`src/wdt_window_cfg.svh`:
```
// Constants for the windowed watchdog control and status block
`ifndef WDT_WINDOW_CFG_SVH
`define WDT_WINDOW_CFG_SVH

// ----------------------------------------------------------------
// Register offsets (byte addresses, one word each)
// ----------------------------------------------------------------
`define WDT_OFS_CONTROL_TWO 8'h00
`define WDT_OFS_PRESCALE_LOW 8'h04
`define WDT_OFS_PRESCALE_HIGH 8'h08
`define WDT_OFS_TIMER_STATUS 8'h0c
`define WDT_OFS_EVENT_STATUS 8'h10
`define WDT_OFS_EVENT_MASK 8'h14

// ----------------------------------------------------------------
// Field positions
// ----------------------------------------------------------------
`define WDT_CS_HI 6
`define WDT_CS_LO 4
`define WDT_WIN_HI 2
`define WDT_WIN_LO 0
`define WDT_TMR_HI 6
`define WDT_TMR_LO 3
`define WDT_ARMED_BIT 2
`define WDT_PS_TOP_HI 1
`define WDT_PS_TOP_LO 0
`define WDT_EV_TIMEOUT 0
`define WDT_EV_VIOLATION 1

// ----------------------------------------------------------------
// Codes and reset values
// ----------------------------------------------------------------
`define WDT_FUSE_SOFT 3'h7
`define WDT_CS_LOW_FREQ 3'h0
`define WDT_CS_MED_FREQ 3'h1
`define WDT_WIN_RESET 3'h7
`define WDT_PS_SEL_MAX 5'h12
`define WDT_PS_SEL_MIN 5'h00
`define WDT_COUNT_LAST 5'h1f
`define WDT_EVENT_RESET 2'h0
`define WDT_MASK_RESET 2'h0

// ----------------------------------------------------------------
// Timing
// ----------------------------------------------------------------
`define WDT_CLK_HZ 100000000
`define WDT_LOW_FREQ_HZ 31000
`define WDT_MED_FREQ_HZ 31250
`define WDT_LOW_FREQ_DIV (`WDT_CLK_HZ / `WDT_LOW_FREQ_HZ)
`define WDT_MED_FREQ_DIV (`WDT_CLK_HZ / `WDT_MED_FREQ_HZ)

`endif

```
`src/wdt_window_pkg.sv`:
```
// Types for the windowed watchdog control and status block
package wdt_window_pkg;

    typedef enum logic [0:0] {
        BUS_IDLE = 1'b0,
        BUS_DONE = 1'b1
    } bus_state_t;

    typedef struct packed {
        bus_state_t busState;
        logic pready;
        logic pslverr;
        logic [31:0] prdata;
        logic loadPending;
        logic [2:0] timebaseSourceSelect;
        logic [2:0] windowSelect;
        logic [17:0] prescaleLiveCount;
        logic [4:0] wdtCount;
        logic armed;
        logic [1:0] events;
        logic [1:0] mask;
        logic irq;
        logic wdtReset;
    } wdt_state_t;

endpackage

```
`src/wdt_tick_divider.sv`:
```
// Divider that turns the system clock into a one-cycle tick enable
module wdt_tick_divider #(
    parameter int DIVIDE = 3200
) (
    input wire logic clock,
    input wire logic reset_n,
    output logic tick
);
    localparam int CW = $clog2(DIVIDE);
    localparam logic [CW-1:0] LAST = CW'(DIVIDE - 1);

    logic [CW-1:0] count_q;

    always_ff @(posedge clock or negedge reset_n) begin
        if (!reset_n) begin
            count_q <= '0;
            tick <= 1'b0;
        end else begin
            tick <= (count_q == LAST);
            if (count_q == LAST) begin
                count_q <= '0;
            end else begin
                count_q <= count_q + CW'(1);
            end
        end
    end
endmodule

```
`src/watchdog_window_clock_status.sv`:
```
// Windowed watchdog: clock and window select, live counters, APB access
`include "wdt_window_cfg.svh"

module watchdog_window_clock_status
    import wdt_window_pkg::*;
#(
    parameter int LOW_FREQ_DIV = `WDT_LOW_FREQ_DIV,
    parameter int MED_FREQ_DIV = `WDT_MED_FREQ_DIV
) (
    input wire logic clock,
    input wire logic reset_n,
    input wire logic psel,
    input wire logic penable,
    input wire logic pwrite,
    input wire logic [7:0] paddr,
    input wire logic [31:0] pwdata,
    output logic [31:0] prdata,
    output logic pready,
    output logic pslverr,
    input wire logic [2:0] fuseTimebaseSource,
    input wire logic [2:0] fuseOpenSpanSize,
    input wire logic [4:0] timeoutPrescaleSelect,
    input wire logic watchdogActive,
    input wire logic windowedMode,
    input wire logic controlOneRead,
    input wire logic controlOneWrite,
    input wire logic watchdogClearCommand,
    input wire logic sleepEnter,
    input wire logic sleepExit,
    input wire logic oscStartupRunning,
    output logic watchdogResetPulse,
    output logic irq
);

    // ------------------------------------------------------------
    // Oscillator time bases
    // ------------------------------------------------------------
    logic lowFreqTick;
    logic medFreqTick;

    wdt_tick_divider #(
        .DIVIDE(LOW_FREQ_DIV)
    ) lowFreqDivider (
        .clock(clock),
        .reset_n(reset_n),
        .tick(lowFreqTick)
    );

    wdt_tick_divider #(
        .DIVIDE(MED_FREQ_DIV)
    ) medFreqDivider (
        .clock(clock),
        .reset_n(reset_n),
        .tick(medFreqTick)
    );

    // ------------------------------------------------------------
    // State
    // ------------------------------------------------------------
    wdt_state_t s_q;
    wdt_state_t s_d;

    logic clockSelSoft;
    logic windowSelSoft;
    logic [2:0] effClockSel;
    logic [2:0] effWindowSel;
    logic timeTick;
    logic [4:0] psSel;
    logic [18:0] stepEnd;
    logic stepDone;
    logic [2:0] delayEighths;
    logic windowOpen;
    logic hit;
    logic [31:0] readData;
    logic commit;
    logic writeCommit;
    logic writeControlTwo;
    logic clearRequest;
    logic violation;
    logic timeout;
    logic counterClear;
    logic [1:0] eventSet;
    logic [1:0] eventClear;

    // ------------------------------------------------------------
    // Selection and window decode
    // ------------------------------------------------------------
    always_comb begin
        clockSelSoft = (fuseTimebaseSource == `WDT_FUSE_SOFT);
        windowSelSoft = (fuseOpenSpanSize == `WDT_FUSE_SOFT);
        // Locked fields follow the fuse; the register mirrors it
        effClockSel = clockSelSoft ? s_q.timebaseSourceSelect
                                   : fuseTimebaseSource;
        effWindowSel = windowSelSoft ? s_q.windowSelect
                                     : fuseOpenSpanSize;
        case (effClockSel)
            `WDT_CS_LOW_FREQ: timeTick = lowFreqTick;
            `WDT_CS_MED_FREQ: timeTick = medFreqTick;
            default: timeTick = 1'b0;
        endcase
        // Reserved prescale codes fall back to the shortest interval
        psSel = (timeoutPrescaleSelect > `WDT_PS_SEL_MAX)
              ? `WDT_PS_SEL_MIN : timeoutPrescaleSelect;
        stepEnd = (19'h1 << psSel) - 19'h1;
        stepDone = timeTick && (s_q.prescaleLiveCount == stepEnd[17:0]);
        // Closed span in eighths is the code's distance below 111
        delayEighths = `WDT_WIN_RESET - effWindowSel;
        windowOpen = (s_q.wdtCount[4:2] >= delayEighths);
    end

    // ------------------------------------------------------------
    // Register read decode
    // ------------------------------------------------------------
    always_comb begin
        readData = 32'h0;
        hit = 1'b1;
        case (paddr)
            `WDT_OFS_CONTROL_TWO: begin
                // Bits 7 and 3 stay zero
                readData[`WDT_CS_HI:`WDT_CS_LO] =
                    s_q.timebaseSourceSelect;
                readData[`WDT_WIN_HI:`WDT_WIN_LO] = s_q.windowSelect;
            end
            `WDT_OFS_PRESCALE_LOW: begin
                readData[7:0] = s_q.prescaleLiveCount[7:0];
            end
            `WDT_OFS_PRESCALE_HIGH: begin
                readData[7:0] = s_q.prescaleLiveCount[15:8];
            end
            `WDT_OFS_TIMER_STATUS: begin
                readData[`WDT_TMR_HI:`WDT_TMR_LO] =
                    s_q.wdtCount[4:1];
                readData[`WDT_ARMED_BIT] = s_q.armed;
                readData[`WDT_PS_TOP_HI:`WDT_PS_TOP_LO] =
                    s_q.prescaleLiveCount[17:16];
            end
            `WDT_OFS_EVENT_STATUS: begin
                readData[1:0] = s_q.events;
            end
            `WDT_OFS_EVENT_MASK: begin
                readData[1:0] = s_q.mask;
            end
            default: begin
                hit = 1'b0;
            end
        endcase
    end

    // ------------------------------------------------------------
    // Next state
    // ------------------------------------------------------------
    always_comb begin
        s_d = s_q;
        s_d.wdtReset = 1'b0;

        // Write lands at the edge where the master sees pready
        commit = psel && penable && s_q.pready;
        writeCommit = commit && pwrite && !s_q.pslverr;
        writeControlTwo = writeCommit
                       && (paddr == `WDT_OFS_CONTROL_TWO);

        // APB slave: one wait state, answer registered
        case (s_q.busState)
            BUS_IDLE: begin
                s_d.pready = 1'b0;
                s_d.pslverr = 1'b0;
                if (psel && penable) begin
                    s_d.busState = BUS_DONE;
                    s_d.pready = 1'b1;
                    s_d.pslverr = !hit;
                    s_d.prdata = pwrite ? 32'h0 : readData;
                end
            end
            BUS_DONE: begin
                s_d.busState = BUS_IDLE;
                s_d.pready = 1'b0;
                s_d.pslverr = 1'b0;
            end
            default: begin
                s_d.busState = BUS_IDLE;
                s_d.pready = 1'b0;
                s_d.pslverr = 1'b0;
            end
        endcase

        // Fuse values captured on the first cycle after reset
        if (s_q.loadPending) begin
            s_d.loadPending = 1'b0;
            s_d.timebaseSourceSelect = clockSelSoft
                ? `WDT_CS_LOW_FREQ : fuseTimebaseSource;
            s_d.windowSelect = fuseOpenSpanSize;
        end else if (writeControlTwo) begin
            if (clockSelSoft) begin
                s_d.timebaseSourceSelect =
                    pwdata[`WDT_CS_HI:`WDT_CS_LO];
            end
            if (windowSelSoft) begin
                s_d.windowSelect =
                    pwdata[`WDT_WIN_HI:`WDT_WIN_LO];
            end
        end

        // Clear command: windowed mode needs arming and an open window
        clearRequest = watchdogClearCommand && watchdogActive;
        violation = clearRequest && windowedMode
                 && (!s_q.armed || !windowOpen);
        timeout = watchdogActive && stepDone
               && (s_q.wdtCount == `WDT_COUNT_LAST);

        counterClear = clearRequest || timeout || !watchdogActive
                    || sleepEnter || sleepExit || oscStartupRunning
                    || writeControlTwo || controlOneWrite;

        // Prescaler and watchdog counter
        if (counterClear) begin
            s_d.prescaleLiveCount = 18'h0;
            s_d.wdtCount = 5'h0;
        end else if (timeTick) begin
            if (stepDone) begin
                s_d.prescaleLiveCount = 18'h0;
                s_d.wdtCount = s_q.wdtCount + 5'h1;
            end else begin
                s_d.prescaleLiveCount = s_q.prescaleLiveCount + 18'h1;
            end
        end

        // Arming: a read of control one arms in windowed mode; any counter clear disarms
        if (counterClear) begin
            s_d.armed = 1'b0;
        end else if (controlOneRead && windowedMode) begin
            s_d.armed = 1'b1;
        end

        // Time-out and violation both reset the device
        if (timeout || violation) begin
            s_d.wdtReset = 1'b1;
        end

        // Sticky events, write one to clear, a new event wins
        eventSet = 2'h0;
        eventSet[`WDT_EV_TIMEOUT] = timeout;
        eventSet[`WDT_EV_VIOLATION] = violation;
        eventClear = 2'h0;
        if (writeCommit && (paddr == `WDT_OFS_EVENT_STATUS)) begin
            eventClear = pwdata[1:0];
        end
        s_d.events = (s_q.events & ~eventClear) | eventSet;
        if (writeCommit && (paddr == `WDT_OFS_EVENT_MASK)) begin
            s_d.mask = pwdata[1:0];
        end
        s_d.irq = |(s_d.events & s_d.mask);
    end

    // ------------------------------------------------------------
    // State register
    // ------------------------------------------------------------
    always_ff @(posedge clock or negedge reset_n) begin
        if (!reset_n) begin
            s_q.busState <= BUS_IDLE;
            s_q.pready <= 1'b0;
            s_q.pslverr <= 1'b0;
            s_q.prdata <= 32'h0;
            s_q.loadPending <= 1'b1;
            s_q.timebaseSourceSelect <= `WDT_CS_LOW_FREQ;
            s_q.windowSelect <= `WDT_WIN_RESET;
            s_q.prescaleLiveCount <= 18'h0;
            s_q.wdtCount <= 5'h0;
            s_q.armed <= 1'b0;
            s_q.events <= `WDT_EVENT_RESET;
            s_q.mask <= `WDT_MASK_RESET;
            s_q.irq <= 1'b0;
            s_q.wdtReset <= 1'b0;
        end else begin
            s_q <= s_d;
        end
    end

    // ------------------------------------------------------------
    // Outputs
    // ------------------------------------------------------------
    assign prdata = s_q.prdata;
    assign pready = s_q.pready;
    assign pslverr = s_q.pslverr;
    assign irq = s_q.irq;
    assign watchdogResetPulse = s_q.wdtReset;

endmodule

```
`config.mk`:
```
export PLATFORM = sky130hd
export DESIGN_NAME = watchdog_window_clock_status
export DESIGN_NICKNAME = d
export VERILOG_FILES = /design/src/wdt_window_pkg.sv /design/src/wdt_tick_divider.sv /design/src/watchdog_window_clock_status.sv
export VERILOG_INCLUDE_DIRS = /design/src
export SDC_FILE = /design/constraint.sdc
export NUM_CORES = 1
export LEC_CHECK = 0
export BUFFER_PORTS_ARGS = -buffer_cell sky130_fd_sc_hd__buf_4
export CAP_MARGIN = 20
export CORE_MARGIN = 2
export CORE_UTILIZATION = 56
export DETAILED_ROUTE_END_ITERATION = 10
export GPL_ROUTABILITY_DRIVEN = 1
export GPL_TIMING_DRIVEN = 0
export MAX_ROUTING_LAYER = met4
export PLACE_DENSITY = 0.87
export SLEW_MARGIN = 15
export SYNTH_ARGS = -nofsm -noshare
export SYNTH_HDL_FRONTEND = slang
export SYNTH_SLANG_ARGS = --single-unit
```
`constraint.sdc`:
```
create_clock -name clock -period 2.9 [get_ports clock]
set_input_delay 0 -clock clock [delete_from_list [all_inputs] [get_ports clock]]
set_output_delay 0 -clock clock [all_outputs]
set_load 0.1 [all_outputs]
```
==> metrics.md, run 1 <==
| Metric | Value |
|---|---|
| Seq/Total Area, Yosys | between 30% and 40% |
| Total number of vias | roughly 4.5k |
| Synth Area per Inst | around 9.1 µm² |
| Multi-input logic area | 2750 µm² |
| Placer Congestion | 0.987 |
| Ys async rst share | 100% |
| Startpoint types | primary input |
| Top_reg_cell synth | dfrtp_1 |
| Final hold slack | 0.0114 ns |
| # setup viols final | 1 |
| Status | finished, violations left |
| DRC viols | 0 |
| Share of cells above drive strength 1 | 23.1% |
| Ratio of final minimum period to clock period | 101% |
| Final number of hold-violating endpoints | 0 |
| Initial Utilization | 58.4% |
| CTS H-Tree Depth | 3 |
| Worst path cell trace | buf_4, buf_4, a211o_1, a22oi_2, ha_4, xor2_4, o31ai_2, nor4_2, nand4_1, or4_4, buf_6, or4_4, a21oi_2 |
| Commonest non-fill, non-tap cell in the layout | buf_4 |
| Die Area | 9420 µm² |
| GRT overflow | 0 |
| Met3 wire length | 1130 µm |
| Post-layout net count | 710 |
| # placed instances | 707 |
| Critical Path RT | 3.17 ns |
| FF/Latch Area | ~1800 µm² |
| Worst Slack Setup Final | -0.0185 ns |
| Row count | 33 |
| Synthesis Warnings | 0 |
| Crit path max fanout | 10 |
| Slew HR | 38.4% |
| First-pass DRT Iterations | 7 |
| Flops & latches, synth | 73 |
| FF-to-FF setup slack | roughly 0.060 ns |
| I/O Pins | 100 |
| Leading cell types in the layout, fill and taps excluded | buf_4 (89), dfrtp_1 (69), nor2_1 (52) |
| Uppermost layer routed | met4 |
| Antenna diode count | 0 |
| Max Slew Vio Count | 0 |
| Routed vias/inst | 6.10 |
| Die width | 97.0 µm |
| Final core utilization | 71.1% |
| Final ANT Viol Nets | 0 |
| First-pass GRT wire length | 20,600 µm |
| Peak VDD IR | between 0.3 and 0.4 mV |
| CP bufs+invs | 3 |
| Fin cells | 746 |
| Fmax | between 0.3 and 0.4 GHz |
| DR iter-0 viols | 581 |
| Netlist cell types | 67 |
| Post-Syn Instances | 534 |
| Worst-Skew Late Latency | 0.35 ns |
| Mapped Area | 4850 µm² |
| Hpwl dp | 8620 µm |
| RR Startpoint | s_q[23] |
| P_leak | 0.00263 µW |
| Largest net degree at the start of global routing | 74 |
| TritonCTS clock tree | done |
| Pre-CTS worst setup slack | -0.633 ns |
| Total Routed Length | approximately 13,000 µm |
| DIE HEIGHT | 97.0 µm |
| Final min period | 2.92 ns |
| Setup Skew | around 0.010 ns |
| Crit path from | timeoutPrescaleSelect[3] |
| Syn-to-layout area delta | 21.7% |
| Post-synth top area share | 35.6% |
| Hold wc startpoint | watchdogClearCommand |
| CP arrival | 3.19 ns |
| Failing checks | setup timing |
| Clock Sinks | 73 |
| Pwr dens | roughly 390 nW/µm² |
| Clk buf depth | 2 |
| WL met1 | between 4000 and 5000 µm |
| GRT Overall Usage | 27.6% |
| CP delay by family, top | simple AND/OR/NAND/NOR gates |
| Dominant cell type by area after synthesis | dfrtp_1 |
| WL met2 | roughly 6300 µm |
| Worst Setup End Kind | flip-flop |
| Initial antenna violation count | 0 |
| CP Class | primary input to flip-flop |
| Post-synth EDFFs | 0 |
| Fill cells | roughly 590 |
| MaxCap Viol Count | 0 |
| Crit path largest cell delay | 0.52 ns |
| Worst Hold Class | primary input to flip-flop |
| Top cells by area, synth | dfrtp_1 (36%), buf_4 (5.3%), nor2_1 (4.1%), xnor2_1 (3.8%), xor2_1 (3.6%) |
| IO buf count | 44 |
| CP max-delay cell | or4_4 |
| Core footprint | 8300 µm² |
| Vias in the first global route | 4,303 |
| Slew of the pin with the lowest slew margin | 0.924 ns |
| Root buf cell | clkbuf_8 |
| Clock Pin Slew Worst Setup and Hold Paths | about 0.08 ns |
| DR WL/cell | 17.1 µm |
| CTS buffer count | 9 |
[final timing paths]
check | end | cells after the start
setup reg to reg | s_q[7] | 9
max in group asynchronous | lowFreqDivider.count_q[1] | 2
min in group asynchronous | prdata[7] | 2
setup / recovery | s_q[7] | 13
hold / removal | watchdogResetPulse | 3
hold reg to reg | medFreqDivider.count_q[0] | 1
[layout make-up]
type,count,area share (%)
multi-input cells,409,46.6
flip-flops and latches,73,31.0
repair buffers,67,9.03
plain buffers,60,6.72
clock buffers,11,2.40
well taps,105,2.23
inverters,16,1.02
clock inverters,5,0.933
[report_power, final]
part           leakage (µW)  switching [µW]  internal (µW)
combinational       0.00157             319            158
sequential         0.000965            13.1           1030
clock             0.0000953             387            418
[kinds of logic after synthesis]
family,synth area share (%)
buffers and inverters,9.03
DFF,37.8
adders and majority gates,2.58
and+or+nand+nor,22.5
xor gates and xnor gates,8.34
muxes,5.11
AOI/OAI and AO/OA,14.6
other,0.0774
[metrics by stage]
stage          area (µm²)  setup TNS (ns)  power, µW
2_1_floorplan        4940               0       1380
3_3_place_gp         5400          -10.68       1480
3_5_place_dp         5400          -11.61       1480
4_1_cts              5780               0       2300
5_1_grt              5900          -0.228       2410
6_report             5900         -0.0185       2330
[repair_timing]
item                       4_1_cts  5_1_grt
resized for setup               13       13
setup endpoints to repair       22       21
hold buffers                    13        0
hold endpoints to repair        79        0
buffers inserted                 0        9
pin swaps                        1        7
[tightest hold or removal path, stage by stage]
cell and delay [ns]:
buf_4 0.11, o2111ai_1 0.14, nand2_1 0.07
[metal layers]
metal,GRT usage [%],vias to the layer above
met5,-,-
met4,9.53,0
met3,6.36,51
met2,45.6,271
met1,33.5,2157
li1,-,2068
[Yosys cell counts (all sizes together), types with 5 or more instances]
cell type  number
a21oi          14
a22o            8
a31oi           5
and3           12
buf            46
clkbuf         14
dfrtp          69
ha             10
inv            16
mux2            6
mux2i           9
nand2          44
nand2b          7
nand3          25
nand4          15
nor2           53
nor2b           7
nor3           13
nor4            9
o21ai          25
or3             5
or4             6
xnor2          21
xor2           20
[registers in the layout (all words and copies together) (netlist names)]
name	cells
s_q	36
watchdogResetPulse	1
lowFreqDivider.tick	1
irq	1
medFreqDivider.tick	1
lowFreqDivider.count_q	12
prdata	8
pslverr	1
medFreqDivider.count_q	12
No activity file was read; power rests on OpenSTA's default activity.
==> run 2: changes to the inputs <==
--- a/config.mk
+++ b/config.mk
@@ -9,12 +9,13 @@
 export BUFFER_PORTS_ARGS = -buffer_cell sky130_fd_sc_hd__buf_4
 export CAP_MARGIN = 20
 export CORE_MARGIN = 2
-export CORE_UTILIZATION = 56
+export CORE_UTILIZATION = 57
+export CTS_BUF_LIST = sky130_fd_sc_hd__clkbuf_8
 export DETAILED_ROUTE_END_ITERATION = 10
 export GPL_ROUTABILITY_DRIVEN = 1
 export GPL_TIMING_DRIVEN = 0
 export MAX_ROUTING_LAYER = met4
-export PLACE_DENSITY = 0.87
+export PLACE_DENSITY = 0.89
 export SLEW_MARGIN = 15
 export SYNTH_ARGS = -nofsm -noshare
 export SYNTH_HDL_FRONTEND = slang
==> run 2 against run 1 <==
The run now ends clean. Critical path type unchanged. Utilization increased by 0.18 points. Worst setup slack improved by 0.088 ns. Sequential share of layout area increased by 0.23 points. Wire length increased by 1.5%. Hold slack got worse by 0.0028 ns. Cell count decreased by 1.1%. Critical path depth increased by 1.
==> metrics.md, run 2 (same netlist as run 1, synthesis figures left out) <==
| Metric | Value |
|---|---|
| Status | complete, no violations (was finished, violations left) |
| Max reg flops | 36 (unchanged) |
| Max Slew Vio Count | 0 (unchanged) |
| P_leak | 0.00261 µW (was 0.00263 µW) |
| Total Routed Length | 13,000 µm (was 12,800 µm) |
| Core footprint | 8220 µm² (was 8300 µm²) |
| Post-layout net count | 702 (was 710) |
| Antenna diode count | 0 (unchanged) |
| Clk buf depth | 2 (unchanged) |
| DR WL/cell | 17.6 µm (was 17.1 µm) |
| Biggest regs | s_q x36, lowFreqDivider.count_q x12, medFreqDivider.count_q x12 (unchanged) |
| Hpwl dp | 8940 µm (was 8620 µm) |
| CTS H-Tree Depth | 3 (unchanged) |
| Total number of vias | 4,499 (was 4,547) |
| Final hold slack | 0.00852 ns (was 0.0114 ns) |
| Final min period | 2.83 ns (was 2.92 ns) |
| Initial antenna violation count | 0 (unchanged) |
| Largest Register | s_q (unchanged) |
| Final ANT Viol Nets | 0 (unchanged) |
| Worst Hold Class | primary input to flip-flop (unchanged) |
| Root buf cell | clkbuf_8 (unchanged) |
| Fin cells | 738 (was 746) |
| DIE HEIGHT | 96.2 µm (was 97.0 µm) |
| Vias in the first global route | 4,265 (was 4,303) |
| Largest net degree at the start of global routing | 74 (unchanged) |
| MaxCap Viol Count | 0 (unchanged) |
| Final number of hold-violating endpoints | 0 (unchanged) |
| Critical Path RT | 3.18 ns (was 3.17 ns) |
| DR iter-0 viols | 512 (was 581) |
| Fmax | 0.353 GHz (was 0.343 GHz) |
| Slew HR | 31.8% (was 38.4%) |
| Clock Sinks | 73 (unchanged) |
| First-pass DRT Iterations | 5 (was 7) |
| Peak VDD IR | 0.250 mV (was 0.372 mV) |
| Clock Pin Slew Worst Setup and Hold Paths | 0.08 ns (about the same) |
| CP Class | primary input to flip-flop (unchanged) |
| FF-to-FF setup slack | 0.10 ns (was 0.06 ns) |
| I/O Pins | 100 (unchanged) |
| IO buf count | 44 (unchanged) |
| Hold wc startpoint | watchdogClearCommand (unchanged) |
| Die Area | 9260 µm² (was 9420 µm²) |
| Slew of the pin with the lowest slew margin | 1.02 ns (was 0.924 ns) |
| Pwr dens | 408 nW/µm² (was 395 nW/µm²) |
| Final core utilization | 71.3% (was 71.1%) |
| Setup Skew | 0.0122 ns (was 0.0103 ns) |
| Total Power | 2390 µW (was 2330 µW) |
| Leading cell types in the layout, fill and taps excluded | buf_4 (83), dfrtp_1 (69), nor2_1 (52) (was buf_4 (89), dfrtp_1 (69), nor2_1 (52)) |
| TritonCTS clock tree | done (unchanged) |
| Crit path from | timeoutPrescaleSelect[4] (was timeoutPrescaleSelect[3]) |
| Hold Path End | watchdogResetPulse (unchanged) |
| First-pass GRT wire length | 20,200 µm (was 20,600 µm) |
| Hold path cells | 3 (unchanged) |
| Row count | 33 (unchanged) |
| Die width | 96.2 µm (was 97.0 µm) |
| Worst Setup End Kind | flip-flop (unchanged) |
| CTS buffer count | 9 (unchanged) |
| Startpoint types | primary input (unchanged) |
| GRT overflow | 0 (unchanged) |
| # setup viols final | 0 (was 1) |
| # placed instances | 707 (unchanged) |
| DRC viols | 0 (unchanged) |
| Commonest non-fill, non-tap cell in the layout | buf_4 (unchanged) |
| Routed vias/inst | 6.10 (about the same) |
| Syn-to-layout area delta | 20.8% (was 21.7%) |
| Fill cells | 574 (was 591) |
| RR Startpoint | s_q[23] (unchanged) |
| Crit path max fanout | 10 (unchanged) |
| Initial Utilization | 59.0% (was 58.4%) |
| Ratio of final minimum period to clock period | 97.6% (was 101%) |
| Capturing point of the worst reg2reg path | s_q[7] (unchanged) |
| GRT Overall Usage | 29.5% (was 27.6%) |
| Worst-Skew Late Latency | 0.36 ns (was 0.35 ns) |
| CP arrival | 3.11 ns (was 3.19 ns) |
| R2R depth | 8 (was 9) |
| Placer Congestion | 0.957 (was 0.987) |
| Share of cells above drive strength 1 | 22.1% (was 23.1%) |
-- run 2: final cells by class --
| type | count | area, µm² | area share, % |
|---|---|---|---|
| Tap cell | 105 | 131 | 2.24 |
| Timing Repair Buffer | 59 | 475 | 8.12 |
| Inverter | 16 | 60.1 | 1.03 |
| Buffer | 60 | 390 | 6.67 |
| Multi-Input combinational cell | 409 | 2760 | 47.0 |
| Sequential cell | 73 | 1830 | 31.3 |
| Clock buffer | 9 | 124 | 2.11 |
| Clock inverter | 7 | 88.8 | 1.52 |
-- run 2: worst max path at each step --
stage                     endpoint  slack [ns]
after floorplan             s_q[7]       0.004
after global placement     s_q[15]       -0.64
after detailed placement   s_q[14]       -0.66
after CTS                   s_q[7]       0.002
after global routing        s_q[7]       -0.02
final                       s_q[7]        0.07
-- run 2: worst max-delay path: stages --
cell     delay, ns
buf_4         0.12
buf_4         0.16
buf_4         0.19
nor3_4        0.19
a22oi_2       0.10
ha_4          0.29
xor2_1        0.21
o31ai_1       0.13
nor4_2        0.27
nand4_1       0.15
or4_4         0.56
buf_6         0.16
or4_1         0.43
a21oi_2       0.16
-- run 2: layer usage --
layer	track usage (%)	part of all wire [%]	up-vias
li1	-	-	2051
met1	33.8	36	2114
met3	7.36	10	65
met2	48.6	49	269
met5	-	0	-
met4	13.8	4.4	0
-- run 2: power breakdown --
part	switching [µW]	total, µW	internal, µW
logic	316	466	151
registers	13.2	1050	1030
clock network	397	875	478
-- run 2: repair_timing --
| action | in CTS | in global routing |
|---|---|---|
| hold buffers | 13 | 0 |
| endpoints found under the hold margin | 79 | 0 |
| setup buffers | 1 | 1 |
| setup endpoints to repair | 21 | 23 |
| pin swaps | 1 | 4 |
| resized for setup | 8 | 18 |
-- run 2: per-stage QoR --
step / area (µm²) / setup slack [ns] / setup TNS (ns)
after CTS: 5780 / 0.00169 / 0
after detailed placement: 5400 / -0.661 / -11.98
after global routing: 5860 / -0.0181 / -0.0301
after floorplan: 4940 / 0.00412 / 0
final: 5860 / 0.0692 / 0
after global placement: 5400 / -0.637 / -11.56
